$ cat src/hdl/rxad_regs.svh
`ifndef RXAD_REGS_SVH
`define RXAD_REGS_SVH

// Byte offsets on the register bus
`define RXAD_OFS_CONFIG 8'h00
`define RXAD_OFS_STATUS 8'h04
`define RXAD_OFS_ADJ_LO 8'h08
`define RXAD_OFS_ADJ_HI 8'h0c

// Configuration register fields
`define RXAD_DELAY_LSB 0
`define RXAD_DELAY_MSB 15
`define RXAD_MIN_DIAG_BIT 20
`define RXAD_RSVD_LSB 21
`define RXAD_RSVD_MSB 31

// Configuration register reset value; antenna delay field alone is 16'h4015
`define RXAD_CONFIG_RST 32'h0011_4015
`define RXAD_DELAY_RST 16'h4015
`define RXAD_MIN_DIAG_RST 1'b1

// Status register fields
`define RXAD_ST_DONE_BIT 0
`define RXAD_ST_FRDY_BIT 1
`define RXAD_ST_DVAL_BIT 2
`define RXAD_ST_BUSY_BIT 3

// Analyser processing time in clock cycles
`define RXAD_PROC_MIN_CYC 8
`define RXAD_PROC_FULL_CYC 24

// Antenna delay unit: one 499.2 MHz period divided by 128, in femtoseconds
`define RXAD_DELAY_LSB_FS 15650

`endif

$ cat src/hdl/rxad_pkg.sv
`default_nettype none
package rxad_pkg;
  typedef enum logic [1:0] {
    RXAD_IDLE,
    RXAD_BUSY
  } rxad_state_e;

  typedef struct packed {
    logic minimal_diagnostics;
    logic [15:0] rx_antenna_delay;
  } rxad_cfg_s;

  typedef struct packed {
    logic [39:0] raw_rx_timestamp;
    logic signed [15:0] first_path_corr;
  } rxad_rx_s;

  typedef logic [39:0] rxad_ts_t;
endpackage
`default_nettype wire

$ cat src/hdl/rxad_ts_adjust.sv
`default_nettype none
module rxad_ts_adjust
  import rxad_pkg::*;
#(
  parameter int TS_W = 40
) (
  input wire logic [TS_W-1:0] raw_ts,
  input wire logic [15:0] ant_delay,
  input wire logic signed [15:0] fp_corr,
  output logic [TS_W-1:0] adj_ts
);
  generate
    if (TS_W < 17) begin : g_bad_width
      $error("rxad_ts_adjust: TS_W must exceed the delay width");
    end
  endgenerate

  wire logic [TS_W-1:0] delay_ext;
  wire logic [TS_W-1:0] corr_ext;

  assign delay_ext = {{(TS_W-16){1'b0}}, ant_delay};
  // Sign extension keeps negative corrections moving the stamp later
  assign corr_ext = {{(TS_W-16){fp_corr[15]}}, fp_corr};
  assign adj_ts = raw_ts - delay_ext - corr_ext;
endmodule
`default_nettype wire

$ cat src/hdl/rxad_config.sv
// Local design decision: the AHB-Lite interface to the registers.
`default_nettype none
`include "rxad_regs.svh"
// Notes on behaviour
// Bits 15..0 of the configuration register hold the receive antenna delay.
// Delay unit is one 499.2 MHz period over 128, about 15.65 ps.
// Antenna delay resets to 0x4015, about 256.74 ns.
// Adjusted stamp is raw stamp minus antenna delay minus first-path correction.
// Bit 20 is the minimal-diagnostics bit, reset to one.
// With minimal diagnostics off, analysis takes longer before done flags.
// With minimal diagnostics on, no diagnostic register updates happen.
// Software keeps reserved bits 31..21 at their reset values.
// Diagnostic results are valid only after analysis done for this reception.
// Reads return last written values; new values apply from next reception. A read whose address phase is a write's data phase gets the prior value.
module rxad_config
  import rxad_pkg::*;
#(
  parameter int TS_W = 40,
  parameter int PROC_MIN = `RXAD_PROC_MIN_CYC,
  parameter int PROC_FULL = `RXAD_PROC_FULL_CYC
) (
  input wire logic MCLK,
  input wire logic RST,
  input wire logic HSEL,
  input wire logic [31:0] HADDR,
  input wire logic [1:0] HTRANS,
  input wire logic HWRITE,
  input wire logic [2:0] HSIZE,
  input wire logic [31:0] HWDATA,
  input wire logic HREADY,
  output logic HREADYOUT,
  output logic HRESP,
  output logic [31:0] HRDATA,
  input wire logic RX_START,
  input wire logic [TS_W-1:0] RAW_RX_TIMESTAMP,
  input wire logic signed [15:0] FIRST_PATH_CORR,
  input wire logic PDOA_MODE3,
  output logic [TS_W-1:0] ADJ_RX_TIMESTAMP,
  output logic ANALYSIS_DONE_FLAG,
  output logic RX_FRAME_READY_FLAG,
  output logic DIAG_VALID,
  output logic PREAMBLE_DIAG_UPDATE,
  output logic SEQUENCE_DIAG_UPDATE,
  output logic SECOND_SEQUENCE_DIAG_UPDATE,
  output logic ANALYSER_BUSY
);
  localparam int CNT_W = 8;
  localparam logic [CNT_W-1:0] PROC_MIN_C = CNT_W'(PROC_MIN);
  localparam logic [CNT_W-1:0] PROC_FULL_C = CNT_W'(PROC_FULL);

  generate
    // Captured stamp is a 40-bit package field, so wider stamps cannot be served
    if (TS_W < 17 || TS_W > 40) begin : g_bad_ts
      $error("rxad_config: TS_W out of range");
    end
    if (PROC_MIN < 1 || PROC_FULL <= PROC_MIN || PROC_FULL > 255) begin : g_bad_proc
      $error("rxad_config: processing counts must satisfy 1 <= MIN < FULL <= 255");
    end
  endgenerate

  // Bus state
  logic wr_pend_r;
  logic [7:0] wr_addr_r;
  logic hreadyout_r;
  logic [31:0] hrdata_r;
  logic [31:0] hrdata_nxt;

  // Register state
  logic [31:0] config_r;
  logic done_r;
  logic frdy_r;
  logic dval_r;

  // Analyser state
  rxad_state_e state_r;
  rxad_state_e state_nxt;
  logic [CNT_W-1:0] cnt_r;
  rxad_cfg_s snap_r;
  rxad_rx_s rx_r;
  logic pdoa3_r;
  logic [TS_W-1:0] adj_r;
  logic pre_upd_r;
  logic seq_upd_r;
  logic seq2_upd_r;
  logic busy_r;

  wire logic addr_phase;
  wire logic rd_take;
  wire logic wr_take;
  wire logic word_size;
  wire logic [7:0] addr_lo;
  wire logic in_range;
  wire logic wr_config;
  wire logic wr_status;
  wire rxad_cfg_s cfg_now;
  wire logic start_take;
  wire logic finish;
  wire logic [TS_W-1:0] adj_calc;
  wire logic [63:0] adj_wide;
  wire logic clr_done;
  wire logic clr_frdy;

  assign addr_phase = HSEL & HTRANS[1] & HREADY;
  assign word_size = (HSIZE == 3'h2);
  assign addr_lo = HADDR[7:0];
  assign in_range = (HADDR[31:8] == 24'h00_0000);
  assign rd_take = addr_phase & ~HWRITE;
  // Narrow writes are dropped: every register is one whole word
  assign wr_take = addr_phase & HWRITE & word_size & in_range;
  assign wr_config = wr_pend_r & (wr_addr_r == `RXAD_OFS_CONFIG);
  assign wr_status = wr_pend_r & (wr_addr_r == `RXAD_OFS_STATUS);

  assign cfg_now.rx_antenna_delay = config_r[`RXAD_DELAY_MSB:`RXAD_DELAY_LSB];
  assign cfg_now.minimal_diagnostics = config_r[`RXAD_MIN_DIAG_BIT];

  // Read mux; reads are captured in the address phase for a zero-wait answer
  always_comb begin
    hrdata_nxt = 32'h0000_0000;
    if (!in_range) begin
      hrdata_nxt = 32'h0000_0000;
    end else if (addr_lo == `RXAD_OFS_CONFIG) begin
      hrdata_nxt = config_r;
    end else if (addr_lo == `RXAD_OFS_STATUS) begin
      hrdata_nxt[`RXAD_ST_DONE_BIT] = done_r;
      hrdata_nxt[`RXAD_ST_FRDY_BIT] = frdy_r;
      hrdata_nxt[`RXAD_ST_DVAL_BIT] = dval_r;
      hrdata_nxt[`RXAD_ST_BUSY_BIT] = busy_r;
    end else if (addr_lo == `RXAD_OFS_ADJ_LO) begin
      hrdata_nxt = adj_wide[31:0];
    end else if (addr_lo == `RXAD_OFS_ADJ_HI) begin
      hrdata_nxt = adj_wide[63:32];
    end
  end

  assign adj_wide = {{(64-TS_W){1'b0}}, adj_r};

  always_ff @(posedge MCLK) begin
    if (RST) begin
      wr_pend_r <= 1'b0;
      wr_addr_r <= 8'h00;
      hreadyout_r <= 1'b0;
      hrdata_r <= 32'h0000_0000;
    end else begin
      wr_pend_r <= wr_take;
      wr_addr_r <= wr_take ? addr_lo : wr_addr_r;
      hreadyout_r <= 1'b1;
      hrdata_r <= rd_take ? hrdata_nxt : hrdata_r;
    end
  end

  // Reserved bits are stored as written; software is expected to leave them alone
  always_ff @(posedge MCLK) begin
    if (RST) begin
      config_r <= `RXAD_CONFIG_RST;
    end else if (wr_config) begin
      config_r <= HWDATA;
    end
  end

  // Analyser sequencing
  assign start_take = (state_r == RXAD_IDLE) & RX_START;
  assign finish = (state_r == RXAD_BUSY) & (cnt_r == 8'h01);

  always_comb begin
    state_nxt = state_r;
    case (state_r)
      RXAD_IDLE: begin
        if (RX_START) begin
          state_nxt = RXAD_BUSY;
        end
      end
      RXAD_BUSY: begin
        if (cnt_r == 8'h01) begin
          state_nxt = RXAD_IDLE;
        end
      end
      default: begin
        state_nxt = RXAD_IDLE;
      end
    endcase
  end

  rxad_ts_adjust #(
    .TS_W(TS_W)
  ) u_adjust (
    .raw_ts(rx_r.raw_rx_timestamp[TS_W-1:0]),
    .ant_delay(snap_r.rx_antenna_delay),
    .fp_corr(rx_r.first_path_corr),
    .adj_ts(adj_calc)
  );

  always_ff @(posedge MCLK) begin
    if (RST) begin
      state_r <= RXAD_IDLE;
      cnt_r <= 8'h00;
      snap_r <= '{minimal_diagnostics: `RXAD_MIN_DIAG_RST, rx_antenna_delay: `RXAD_DELAY_RST};
      rx_r <= '0;
      pdoa3_r <= 1'b0;
      busy_r <= 1'b0;
    end else begin
      state_r <= state_nxt;
      busy_r <= (state_nxt == RXAD_BUSY);
      if (start_take) begin
        // Snapshot so a mid-analysis write waits for the next reception
        snap_r <= cfg_now;
        rx_r.raw_rx_timestamp <= 40'(RAW_RX_TIMESTAMP);
        rx_r.first_path_corr <= FIRST_PATH_CORR;
        pdoa3_r <= PDOA_MODE3;
        cnt_r <= cfg_now.minimal_diagnostics ? PROC_MIN_C : PROC_FULL_C;
      end else if (state_r == RXAD_BUSY) begin
        cnt_r <= cnt_r - 8'h01;
      end
    end
  end

  // Status: write one to clear, a same-cycle set wins
  assign clr_done = wr_status & HWDATA[`RXAD_ST_DONE_BIT];
  assign clr_frdy = wr_status & HWDATA[`RXAD_ST_FRDY_BIT];

  always_ff @(posedge MCLK) begin
    if (RST) begin
      done_r <= 1'b0;
      frdy_r <= 1'b0;
      dval_r <= 1'b0;
      adj_r <= '0;
      pre_upd_r <= 1'b0;
      seq_upd_r <= 1'b0;
      seq2_upd_r <= 1'b0;
    end else begin
      done_r <= finish | (done_r & ~clr_done & ~start_take);
      frdy_r <= finish | (frdy_r & ~clr_frdy & ~start_take);
      // Stale diagnostics are withdrawn as soon as a new reception starts
      dval_r <= (finish & ~snap_r.minimal_diagnostics) |
        (dval_r & ~clr_done & ~start_take);
      adj_r <= finish ? adj_calc : adj_r;
      pre_upd_r <= finish & ~snap_r.minimal_diagnostics;
      seq_upd_r <= finish & ~snap_r.minimal_diagnostics;
      seq2_upd_r <= finish & ~snap_r.minimal_diagnostics & pdoa3_r;
    end
  end

  assign HREADYOUT = hreadyout_r;
  assign HRESP = 1'b0;
  assign HRDATA = hrdata_r;
  assign ADJ_RX_TIMESTAMP = adj_r;
  assign ANALYSIS_DONE_FLAG = done_r;
  assign RX_FRAME_READY_FLAG = frdy_r;
  assign DIAG_VALID = dval_r;
  assign PREAMBLE_DIAG_UPDATE = pre_upd_r;
  assign SEQUENCE_DIAG_UPDATE = seq_upd_r;
  assign SECOND_SEQUENCE_DIAG_UPDATE = seq2_upd_r;
  assign ANALYSER_BUSY = busy_r;
endmodule
`default_nettype wire

$ cat config.mk
export PLATFORM = sky130hd
export DESIGN_NAME = rxad_config
export DESIGN_NICKNAME = d
export VERILOG_FILES = /design/src/hdl/rxad_pkg.sv /design/src/hdl/rxad_ts_adjust.sv /design/src/hdl/rxad_config.sv
export VERILOG_INCLUDE_DIRS = /design/src /design/src/hdl
export SDC_FILE = /design/constraint.sdc
export NUM_CORES = 1
export LEC_CHECK = 0
export ABC_CLOCK_PERIOD_IN_PS = 3990
export BUFFER_PORTS_ARGS = -buffer_cell sky130_fd_sc_hd__buf_2
export CORE_MARGIN = 2
export CORE_UTILIZATION = 50
export CTS_BUF_LIST = sky130_fd_sc_hd__clkbuf_8
export CTS_CLUSTER_SIZE = 25
export DETAILED_ROUTE_END_ITERATION = 6
export PLACE_DENSITY = 0.8
export SLEW_MARGIN = 20
export SYNTH_ARGS = -nofsm -noshare
export SYNTH_HDL_FRONTEND = slang
export SYNTH_SLANG_ARGS = --single-unit
export TNS_END_PERCENT = 30
$ cat constraint.sdc
create_clock -name MCLK -period 3.99 [get_ports MCLK]
set_clock_uncertainty 0.2 [all_clocks]
set_input_delay 0.1995 -clock MCLK [delete_from_list [all_inputs] [get_ports MCLK]]
set_output_delay 0.1995 -clock MCLK [all_outputs]
set_load 0.05 [all_outputs]
==> results of run 1 <==
flip-flops by register name (all words and copies together), names as in the netlist:
signal and count:
snap_r 17, state_r 2, SEQUENCE_DIAG_UPDATE 1, wr_pend_r 1, SECOND_SEQUENCE_DIAG_UPDATE 1, ANALYSIS_DONE_FLAG 1, RX_FRAME_READY_FLAG 1, config_r 32
ANALYSER_BUSY 1, HRDATA 32, pdoa3_r 1, ADJ_RX_TIMESTAMP 40, cnt_r 8, DIAG_VALID 1, rx_r 56, wr_addr_r 8
HREADYOUT 1
final timing paths:
| kind | endpoint | start |
|---|---|---|
| max reg2reg | ADJ_RX_TIMESTAMP[28]$_SDFFE_PP0P_ | snap_r[0]$_SDFFE_PP1P_ |
| min reg2reg | HRDATA[2]$_SDFFE_PP0P_ | HRDATA[2]$_SDFFE_PP0P_ |
| max | ADJ_RX_TIMESTAMP[28]$_SDFFE_PP0P_ | snap_r[0]$_SDFFE_PP1P_ |
| min | wr_addr_r[7]$_SDFFE_PP0P_ | HADDR[15] |
where the power goes:
part	switching, mW	leakage, nW	total [mW]	internal (mW)
registers	0.0270	1.65	2.10	2.08
clock network	0.881	0.425	2.01	1.13
logic	0.730	4.25	1.25	0.519
total	1.64	6.32	5.36	3.72
area by class of cell:
type,count,share of cell area
timing repair buffer,365,0.178
inverter,114,0.0297
sequential,204,0.283
multi-input combinational,1030,0.433
clock buffer,44,0.0420
clock inverter,19,0.00946
tap,280,0.0243
kinds of logic after synthesis:
kind of cell	synth area share
and+or+nand+nor	0.214
AOI/OAI and AO/OA	0.208
DFF	0.369
buffers and inverters	0.0703
adders and majority gates	0.104
xor gates and xnor gates	0.0151
muxes	0.0184
other	0.000339
layout by cell type, fill, tap and decap left out, types with 8 or more instances in the layout:
master / instances
a211oi_1: 9
xnor2_1: 14
nor4_1: 11
o211ai_1: 19
and3_1: 15
a21o_1: 25
dfxtp_1: 204
or3_1: 14
dlygate4sd3_1: 137
clkbuf_8: 44
inv_1: 125
a31oi_1: 8
ha_1: 66
nand2_1: 281
a22oi_1: 35
fa_1: 15
nor3_1: 13
buf_2: 209
a21oi_1: 193
nor2_1: 112
nand3_1: 39
mux2i_1: 17
nand4_1: 12
o21ai_0: 37
buf_4: 18
layer usage:
layer	vias to the layer above	routed length, µm	GRT usage
li1	5533	-	-
met1	5266	15000	0.377
met2	477	17200	0.499
met3	88	2540	0.0520
met4	0	1240	0.111
met5	-	0	0
critical path, stage by stage (launching register included):
cell and delay (ns):
dfxtp_1 0.30, inv_1 0.06, fa_1 0.57, inv_1 0.05, ha_1 0.18, or2_2 0.31, fa_2 0.35, a21o_1 0.22
a221oi_2 0.29, a211oi_2 0.14, o311a_4 0.37, o211ai_1 0.24, a2111oi_1 0.12, a311o_1 0.34
metrics by stage:
stage	std cells	hold WS [ns]	setup TNS, ns	area, µm²
after global routing	2056	0.122	-0.00905	14400
after global placement	1856	0.214	0	12300
after floorplan	1437	0.124	0	11100
after detailed placement	1856	0.216	0	12300
after CTS	2056	0.0558	0	14400
final	2056	0.101	0	14400
timing repair:
action                                  in CTS  in global routing
hold endpoints to repair                   109                  0
gates resized for setup                      0                  4
hold buffers                               137                  0
endpoints found under the setup margin       0                  2
==> impl_metrics.csv, run 1 <==
group,metric,value,unit
outcome,status,"completed",
clock_network,cts_setup_buffers,0,
critical_path,worst_setup_path_end_kind,"flip-flop",
clock_network,clock-sinks,204,
cells_and_area,ff_latch_area,0.00408,mm²
clock_network,cts_buffers,36,
sta,tightest_slew,1.02,ns
synth,yosysMostFrequentCell,"nand2_1",
routing,drc,0,
routing,vias,11400,
clock_network,cts_buffer_depth,3,
synth,synthFlopType,"dfxtp_1",
critical_path,r2r.worst_path.cells,13,
clock_network,htree_levels,2,
global_route,grt_max_degree,89,
power_and_ir_drop,p_per_area,372,mW/mm²
global_route,antenna_found_initial,1,
clock_network,cts_tree,"yes",
critical_path,cp.required,4.21,ns
floorplan,fp.dieH,153,µm
sta,timing.fmax,0.260,GHz
synth,yosysTopAreaCellShare,0.369,
cells_and_area,final_util,0.662,
cells_and_area,n_antenna_cell,0,
placement,dp_slack,0.0954,ns
sta,relSlewSlack,0.318,
critical_path,worst-path-max-fanout,5,
synth,synth_edf_count,0,
synth,synth.distinct_cells,72,
synth,netlist_instances,1436,
power_and_ir_drop,vdd_ir_drop_max,0.000178,V
sta,min_period,3.85,ns
synth,syn-cell-area,0.0111,mm²
clock_network,clk_root_buffer_cell,"clkbuf_8",
routing,first_pass_iters,5,
routing,wl_per_cell,17.5,µm
routing,ant_nets,0,
floorplan,rows,54,
synth,ys_seq_area_frac,0.369,
floorplan,die_x,153,µm
critical_path,startpoint_type,"flip-flop",
clock_network,clock_latency,0.53,ns
critical_path,rrSetupSlack,0.14,ns
cells_and_area,area_delta_synth_final,30.4,%
sta,drv_slew,0,
floorplan,io_pins,213,
placement,dpl.hpwl,24900,µm
worst_hold_path,hold_depth,6,
sta,setup_slack,0.139,ns
synth,synth-seq-cells,204,
global_route,grt_first_pass_wirelength,56200,µm
cells_and_area,multiInputGateArea,0.00624,mm²
routing,routed_via_density,5.53,
synth,syn_area_per_cell,7.70,µm²
sta,hold_violations,0,
floorplan,core_area,0.0218,mm²
sta,post-route-period-util,0.965,
placement,place_congestion,0.914,
global_route,grt_overflow_total,0,
synth,synth_largest_area_cell,"dfxtp_1",
cells_and_area,drive_gt1_frac,0.173,
cells_and_area,fin_nets,1965,
global_route,first_global_vias,10800,
cells_and_area,nFillCells,1823,
clock_network,clk_pin_slew,0.06,ns
critical_path,cp.arrival,4.07,ns
power_and_ir_drop,totalPowerFinal,5.36,mW
worst_hold_path,min_path_type,"input pin to flip-flop",
floorplan,die_area,0.0233,mm²
sta,setup_violations,0,
flow_run,max_cap_violations,0,
placement,port_buffers,210,
global_route,grt_usage,0.295,
routing,drt_wl_total,36000,µm
routing,drtIter0Drc,970,
synth,synth_common_cells,"282 x nand2_1, 204 x dfxtp_1, 193 x a21oi_1",
floorplan,start_util,0.508,
synth,synth_area_leaders,"dfxtp_1 37%, nand2_1 9.6%, a21oi_1 8.7%",
power_and_ir_drop,p_leak,6.32,nW
synth,synth_warnings,0,
critical_path,path_class,"flip-flop to flip-flop",
synth,synth-async-reset-ratio,0,
Note: power is estimated with default switching activity, not from simulation.
==> run 2, diff against run 1 <==
--- a/config.mk
+++ b/config.mk
@@ -17,5 +17,6 @@
 export SLEW_MARGIN = 20
 export SYNTH_ARGS = -nofsm -noshare
 export SYNTH_HDL_FRONTEND = slang
+export SYNTH_HIERARCHICAL = 1
 export SYNTH_SLANG_ARGS = --single-unit
 export TNS_END_PERCENT = 30
==> run 2 against run 1 <==
  * The run now ends with negative setup slack left
  * Global-route usage shrank 2.0 points
  * Cell area down 3.8%
  * Clock power shrank 8%
  * Via count down 6.7%
  * Worst hold slack got worse by 0.063 ns
  * Total power fell by 3.7%
  * Largest power group unchanged
==> impl_metrics.csv, run 2 <==
group,metric,value,unit
synth,synth_common_cells,"321 x nand2_1, 204 x dfxtp_1, 189 x a21oi_1",
global_route,first_global_vias,9954,
cells_and_area,multiInputGateArea,0.00594,mm²
cells_and_area,drive_gt1_frac,0.195,
critical_path,r2r.worst_path.cells,16,
critical_path,path_class,"flip-flop to flip-flop",
floorplan,core_area,0.0210,mm²
worst_hold_path,min_path_type,"input pin to flip-flop",
sta,tns,-0.00802,ns
sta,rsz0062_at_grt,"yes",
sta,relSlewSlack,0.244,
critical_path,crit_chain,"fa_1, inv_1, ha_2, or2_4, fa_2, a21oi_4, o21ai_4, a21oi_2, o31a_1, a31oi_1, or4b_1, a31o_1, a21oi_2, xnor2_1, nand2_1, a21oi_1",
critical_path,startpoint_type,"flip-flop",
sta,drv_slew,0,
synth,synth_largest_area_cell,"dfxtp_1",
cells_and_area,final_util,0.660,
critical_path,worst_setup_path_end_kind,"flip-flop",
outcome,violations,"negative setup slack",
power_and_ir_drop,p_leak,6.00,nW
placement,dpl.hpwl,21700,µm
clock_network,cts_tree,"yes",
synth,syn_area_per_cell,7.96,µm²
clock_network,clk_pin_slew,0.06,ns
flow_run,max_cap_violations,0,
cells_and_area,layout_commonest_cell,"nand2_1",
global_route,grt_first_pass_wirelength,49800,µm
cells_and_area,largest_reg_flops,56,
routing,drt_wl_total,32300,µm
cells_and_area,ff_latch_area,0.00409,mm²
clock_network,clock_latency,0.52,ns
synth,yosysMostFrequentCell,"nand2_1",
critical_path,cp.required,4.23,ns
power_and_ir_drop,vdd_ir_drop_max,0.000199,V
sta,tightest_slew,1.13,ns
global_route,grt_max_degree,84,
cells_and_area,nFillCells,1740,
routing,drc,0,
sta,min_period,4.00,ns
synth,synth-async-reset-ratio,0,
clock_network,cts_buffers,34,
sta,post-route-period-util,1.00,
synth,synth.distinct_cells,69,
sta,timing.fmax,0.250,GHz
floorplan,die_area,0.0227,mm²
sta,setup_slack,-0.00802,ns
worst_hold_path,hold_depth,5,
synth,synthFlopType,"dfxtp_1",
critical_path,cpMaxStageDelayCell,"fa_1",
worst_hold_path,holdPathEnd,"HRDATA[3]$_SDFFE_PP0P_",
synth,netlist_instances,1349,
clock_network,clock-sinks,204,
routing,routed_via_density,5.43,
cells_and_area,fin_nets,1870,
synth,syn-cell-area,0.0107,mm²
clock_network,htree_levels,2,
critical_path,worst-path-max-fanout,2,
routing,first_pass_iters,5,
routing,wl_per_cell,16.6,µm
synth,synth-seq-cells,204,
synth,synth_area_leaders,"dfxtp_1 38%, nand2_1 11%, a21oi_1 8.8%",
critical_path,rrSetupSlack,-0.008,ns
sta,hold_violations,0,
power_and_ir_drop,totalPowerFinal,5.16,mW
power_and_ir_drop,p_per_area,372,mW/mm²
critical_path,cp.arrival,4.24,ns
outcome,status,"finished, violations left",
routing,vias,10600,
critical_path,startpoint,"rx_r[16]$_SDFFE_PP0N_",
sta,setup_violations,1,
global_route,grt_overflow_total,0,
critical_path,crit_top_cell,"a21oi_2",
floorplan,io_pins,213,
global_route,antenna_found_initial,1,
cells_and_area,final_cell_mix,"321 x nand2_1, 209 x buf_2, 201 x dfxtp_1, 187 x a21oi_1, 126 x inv_1",
critical_path,max_stage_delay,0.57,ns
global_route,grt_usage,0.275,
critical_path,reg2reg_to,"ADJ_RX_TIMESTAMP[36]$_SDFFE_PP0P_",
synth,synth_warnings,6,
synth,ys_seq_area_frac,0.380,
worst_hold_path,worstHoldStart,"HADDR[25]",
cells_and_area,n_antenna_cell,0,
synth,synth_edf_count,0,
clock_network,clk_root_buffer_cell,"clkbuf_8",
critical_path,r2r-start,"rx_r[16]$_SDFFE_PP0N_",
cells_and_area,area_delta_synth_final,29.1,%
cells_and_area,top_register,"rx_r",
routing,drtIter0Drc,717,
floorplan,rows,53,
floorplan,fp.dieH,151,µm
placement,place_congestion,0.950,
clock_network,cts_buffer_depth,3,
routing,ant_nets,0,
synth,yosysTopAreaCellShare,0.380,
floorplan,die_x,151,µm
floorplan,start_util,0.511,
placement,port_buffers,210,
==> run 2: changes by cell type after synthesis, sizes merged, moves of 7 or more <==
cell	before	now
a21o	25	16
clkbuf	71	57
xor2	5	16
o211ai	19	2
nand2	282	321
mux2	1	8
nor2	112	39
o2bb2ai	1	28
or3	14	1
a211oi	10	3
and3	17	3
mux2i	17	28
xnor2	14	25
a22oi	35	5
==> run 2: final cells by class <==
cell class,instances,area share
multi-input cells,948,0.429
flip-flops and latches,204,0.295
repair buffers,349,0.171
clock buffers,43,0.0427
inverters,119,0.0322
well taps,275,0.0248
clock inverters,12,0.00560
==> run 2: how the worst max path moves through the flow <==
stage / to / slack, ns / cells after the start
6_report: ADJ_RX_TIMESTAMP[36]$_SDFFE_PP0P_ / -0.008 / 16
3_3_place_gp: ADJ_RX_TIMESTAMP[36]$_SDFFE_PP0P_ / -0.17 / 17
3_5_place_dp: ADJ_RX_TIMESTAMP[36]$_SDFFE_PP0P_ / -0.30 / 17
2_1_floorplan: ADJ_RX_TIMESTAMP[36]$_SDFFE_PP0P_ / 0.06 / 14
4_1_cts: ADJ_RX_TIMESTAMP[36]$_SDFFE_PP0P_ / -0.04 / 16
5_1_grt: ADJ_RX_TIMESTAMP[36]$_SDFFE_PP0P_ / -0.1 / 17
==> run 2: worst max-delay path: cells and delay by family, from the launching register on <==
family	cells	cell delay, ns
xor+xnor	1	0.12
simple gates	3	0.79
compound gates	8	1.32
buf+inv	1	0.05
fa+ha+maj	3	1.11
flops	1	0.33
==> run 2: metal layers <==
| layer | track usage | wire [µm] | vias to the layer above |
|---|---|---|---|
| met5 | 0 | 13 | - |
| met4 | 0.117 | 1210 | 2 |
| met3 | 0.0615 | 2670 | 101 |
| met2 | 0.460 | 14900 | 467 |
| met1 | 0.341 | 13500 | 4895 |
| li1 | - | - | 5133 |
==> run 2: kinds of logic (layout without fill, tap and decap cells) <==
| group | count (synthesis) | in the layout | share of synthesized area |
|---|---|---|---|
| buf+inv | 198 | 523 | 0.0746 |
| mux | 36 | 36 | 0.0345 |
| fa+ha+maj | 82 | 82 | 0.107 |
| compound gates | 319 | 319 | 0.180 |
| other cells | 1 | 2 | 0.000349 |
| simple gates | 468 | 468 | 0.190 |
| xor+xnor | 41 | 41 | 0.0334 |
| flops | 204 | 204 | 0.380 |
==> run 2: stage by stage <==
step	area (µm²)	hold slack, ns	setup slack (ns)	cells
floorplan	10700	0.123	0.0621	1350
global placement	12000	0.222	-0.166	1782
detailed placement	12000	0.229	-0.297	1782
CTS	13800	0.00796	-0.0406	1950
global route	13900	0.0681	-0.0998	1950
finish	13900	0.0376	-0.00802	1950
==> run 2: power breakdown <==
part	leakage [nW]	switching, mW	internal, mW
Combinational	3.98	0.653	0.555
Sequential	1.65	0.0265	2.07
Clock	0.374	0.828	1.03
Total	6.00	1.51	3.66
==> run 2: what timing repair did <==
| item | in CTS | in global routing |
|---|---|---|
| gates resized for setup | 9 | 12 |
| endpoints found under the setup margin | 5 | 11 |
| buffers inserted | 2 | 0 |
| hold endpoints to repair | 108 | 0 |
| hold buffers | 111 | 0 |
| pin swaps | 11 | 9 |
| gates cloned | 0 | 0 |
==> run 3, diff against run 2 <==
--- a/config.mk
+++ b/config.mk
@@ -6,14 +6,14 @@
 export SDC_FILE = /design/constraint.sdc
 export NUM_CORES = 1
 export LEC_CHECK = 0
-export ABC_CLOCK_PERIOD_IN_PS = 3990
+export ABC_CLOCK_PERIOD_IN_PS = 4100
 export BUFFER_PORTS_ARGS = -buffer_cell sky130_fd_sc_hd__buf_2
 export CORE_MARGIN = 2
 export CORE_UTILIZATION = 50
 export CTS_BUF_LIST = sky130_fd_sc_hd__clkbuf_8
 export CTS_CLUSTER_SIZE = 25
 export DETAILED_ROUTE_END_ITERATION = 6
-export PLACE_DENSITY = 0.8
+export PLACE_DENSITY = 0.77
 export SLEW_MARGIN = 20
 export SYNTH_ARGS = -nofsm -noshare
 export SYNTH_HDL_FRONTEND = slang
==> constraint.sdc (replaced) <==
create_clock -name MCLK -period 4.1 [get_ports MCLK]
set_clock_uncertainty 0.2 [all_clocks]
set_input_delay 0.205 -clock MCLK [delete_from_list [all_inputs] [get_ports MCLK]]
set_output_delay 0.205 -clock MCLK [all_outputs]
set_load 0.05 [all_outputs]
==> run 3 against run 2 <==
  * The flow now finishes without violations
  * Via count is 1.2% lower
  * Maximum frequency down 2.1%
  * Non-clock buffer count up 4
  * Highest routed layer is now met4
  * Critical path type unchanged
  * Wire length is 4.0% lower
  * Critical path depth stayed put
==> impl_metrics.csv, run 3 (synthesized netlist as in run 2, its figures left out) <==
group,metric,value,unit
cells_and_area,fin_nets,1874,
cells_and_area,layout_commonest_cell,"nand2_1",
placement,dpl.hpwl,21400,µm
critical_path,worst_setup_path_end_kind,"flip-flop",
floorplan,io_pins,213,
clock_network,clock_latency,0.54,ns
routing,drtIter0Drc,731,
floorplan,die_area,0.0227,mm²
placement,port_buffers,210,
power_and_ir_drop,p_per_area,352,mW/mm²
sta,timing.fmax,0.245,GHz
cells_and_area,area_delta_synth_final,29.2,%
routing,wl_per_cell,15.8,µm
worst_hold_path,min_path_type,"input pin to flip-flop",
critical_path,cp.arrival,4.34,ns
sta,setup_slack,0.0172,ns
cells_and_area,postLayoutCellArea,0.0139,mm²
cells_and_area,final_cell_mix,"321 x nand2_1, 209 x buf_2, 201 x dfxtp_1, 187 x a21oi_1, 131 x inv_1",
power_and_ir_drop,vdd_ir_drop_max,0.000196,V
routing,vias,10500,
outcome,status,"completed",
sta,hold_violations,0,
critical_path,cp.required,4.36,ns
sta,min_period,4.08,ns
power_and_ir_drop,p_leak,6.04,nW
routing,drc,0,
sta,post-route-period-util,0.996,
placement,dp_slack,-0.129,ns
clock_network,cts_tree,"yes",
critical_path,path_class,"flip-flop to flip-flop",
floorplan,rows,53,
clock_network,clk_root_buffer_cell,"clkbuf_8",
clock_network,cts_buffer_depth,3,
floorplan,die_x,151,µm
global_route,grt_usage,0.268,
routing,ant_nets,0,
power_and_ir_drop,p_seq_frac,0.419,
placement,place_congestion,0.928,
sta,setup_violations,0,
cells_and_area,top_register,"rx_r",
clock_network,htree_levels,2,
placement,postPlaceCellArea,0.0120,mm²
power_and_ir_drop,combPwrFrac,0.235,
clock_network,clock-sinks,204,
sta,tightest_slew,1.16,ns
power_and_ir_drop,switchingPower,1.44,mW
global_route,first_global_vias,10000,
floorplan,core_area,0.0210,mm²
power_and_ir_drop,p_clk_frac,0.346,
critical_path,startpoint_type,"flip-flop",
global_route,antenna_found_initial,1,
floorplan,start_util,0.511,
global_route,grt_overflow_total,0,
cells_and_area,largest_reg_flops,56,
routing,drt_wl_total,31000,µm
routing,first_pass_iters,5,
sta,rsz0062_at_grt,"yes",
sta,relSlewSlack,0.222,
floorplan,fp.dieH,151,µm
cells_and_area,drive_gt1_frac,0.190,
power_and_ir_drop,totalPowerFinal,4.88,mW
cells_and_area,nFillCells,1730,
routing,routed_via_density,5.35,
clock_network,cts_buffers,34,
global_route,grt_max_degree,82,
global_route,grt_first_pass_wirelength,48400,µm
power_and_ir_drop,switching_share,0.296,
clock_network,clk_pin_slew,0.06,ns
critical_path,worst-path-max-fanout,2,
sta,drv_slew,0,
sta,tns,0,ns
flow_run,max_cap_violations,0,
power_and_ir_drop,internal_power,3.44,mW
-- run 3: cell count changes in the layout (fill, tap and decap cells not counted), sizes merged --
cell	delta
dlygate4sd3	+8
clkinv	-1
bufinv	-1
buf	-4
diode	+1
inv	+6
clkinvlp	+1
clkbuf	-3
-- run 3: critical path, cell delays in order (launching register included) --
cell     delay (ns)
dfxtp_2        0.33
fa_1           0.56
inv_1          0.05
ha_2           0.17
or2_4          0.23
fa_2           0.40
a21oi_2        0.18
o21ai_2        0.11
a21oi_2        0.21
o31a_1         0.21
a31oi_2        0.13
or4b_4         0.56
a31o_1         0.20
a21oi_2        0.13
xnor2_1        0.12
nand2_1        0.07
a21oi_1        0.13
-- run 3: timing repair --
action / 4_1_cts / 5_1_grt
setup endpoints to repair: 2 / 8
hold buffers: 119 / 0
cloned: 0 / 0
hold endpoints to repair: 112 / 0
pin swaps: 2 / 15
buffers inserted: 2 / 2
gates resized for setup: 3 / 15
-- run 3: final timing paths --
check	from	end	slack, ns	cells past startpoint
hold reg to reg	rx_r[34]$_SDFFE_PP0N_	rx_r[34]$_SDFFE_PP0N_	0.25	2
setup reg to reg	rx_r[16]$_SDFFE_PP0N_	ADJ_RX_TIMESTAMP[36]$_SDFFE_PP0P_	0.02	16
setup / recovery	rx_r[16]$_SDFFE_PP0N_	ADJ_RX_TIMESTAMP[36]$_SDFFE_PP0P_	0.02	16
hold / removal	HADDR[25]	HRDATA[1]$_SDFFE_PP0P_	0.02	5
-- run 3: power by group through the flow --
stage	Clock, mW	Combinational [mW]	Sequential, mW
global placement	0	1.01	2.09
global route	1.80	1.27	2.05
finish	1.69	1.15	2.05
detailed placement	0	1.02	2.09
CTS	1.72	1.11	2.04
floorplan	0	0.747	2.09
-- run 3: per-stage QoR --
step	std cells	hold WS, ns	util
detailed placement	1776	0.239	0.569
finish	1957	0.0225	0.660
global route	1956	0.0451	0.660
global placement	1776	0.230	0.569
CTS	1954	0.00468	0.657
floorplan	1350	0.129	-
-- run 3: layout make-up --
| type | instances | area, µm² | area share |
|---|---|---|---|
| repair buffers | 353 | 2440 | 0.176 |
| clock buffers | 40 | 551 | 0.0397 |
| inverters | 119 | 447 | 0.0322 |
| multi-input cells | 948 | 5920 | 0.427 |
| clock inverters | 17 | 77.6 | 0.00559 |
| well taps | 275 | 344 | 0.0248 |
| diodes | 1 | 2.50 | 0.000180 |
| flip-flops and latches | 204 | 4090 | 0.295 |
-- run 3: routing by layer --
layer | share of wire | global-route usage | vias up
li1 | - | - | 5159
met1 | 0.41 | 0.324 | 4817
met2 | 0.47 | 0.464 | 430
met3 | 0.084 | 0.0588 | 67
met4 | 0.029 | 0.105 | 0
met5 | 0 | 0 | -
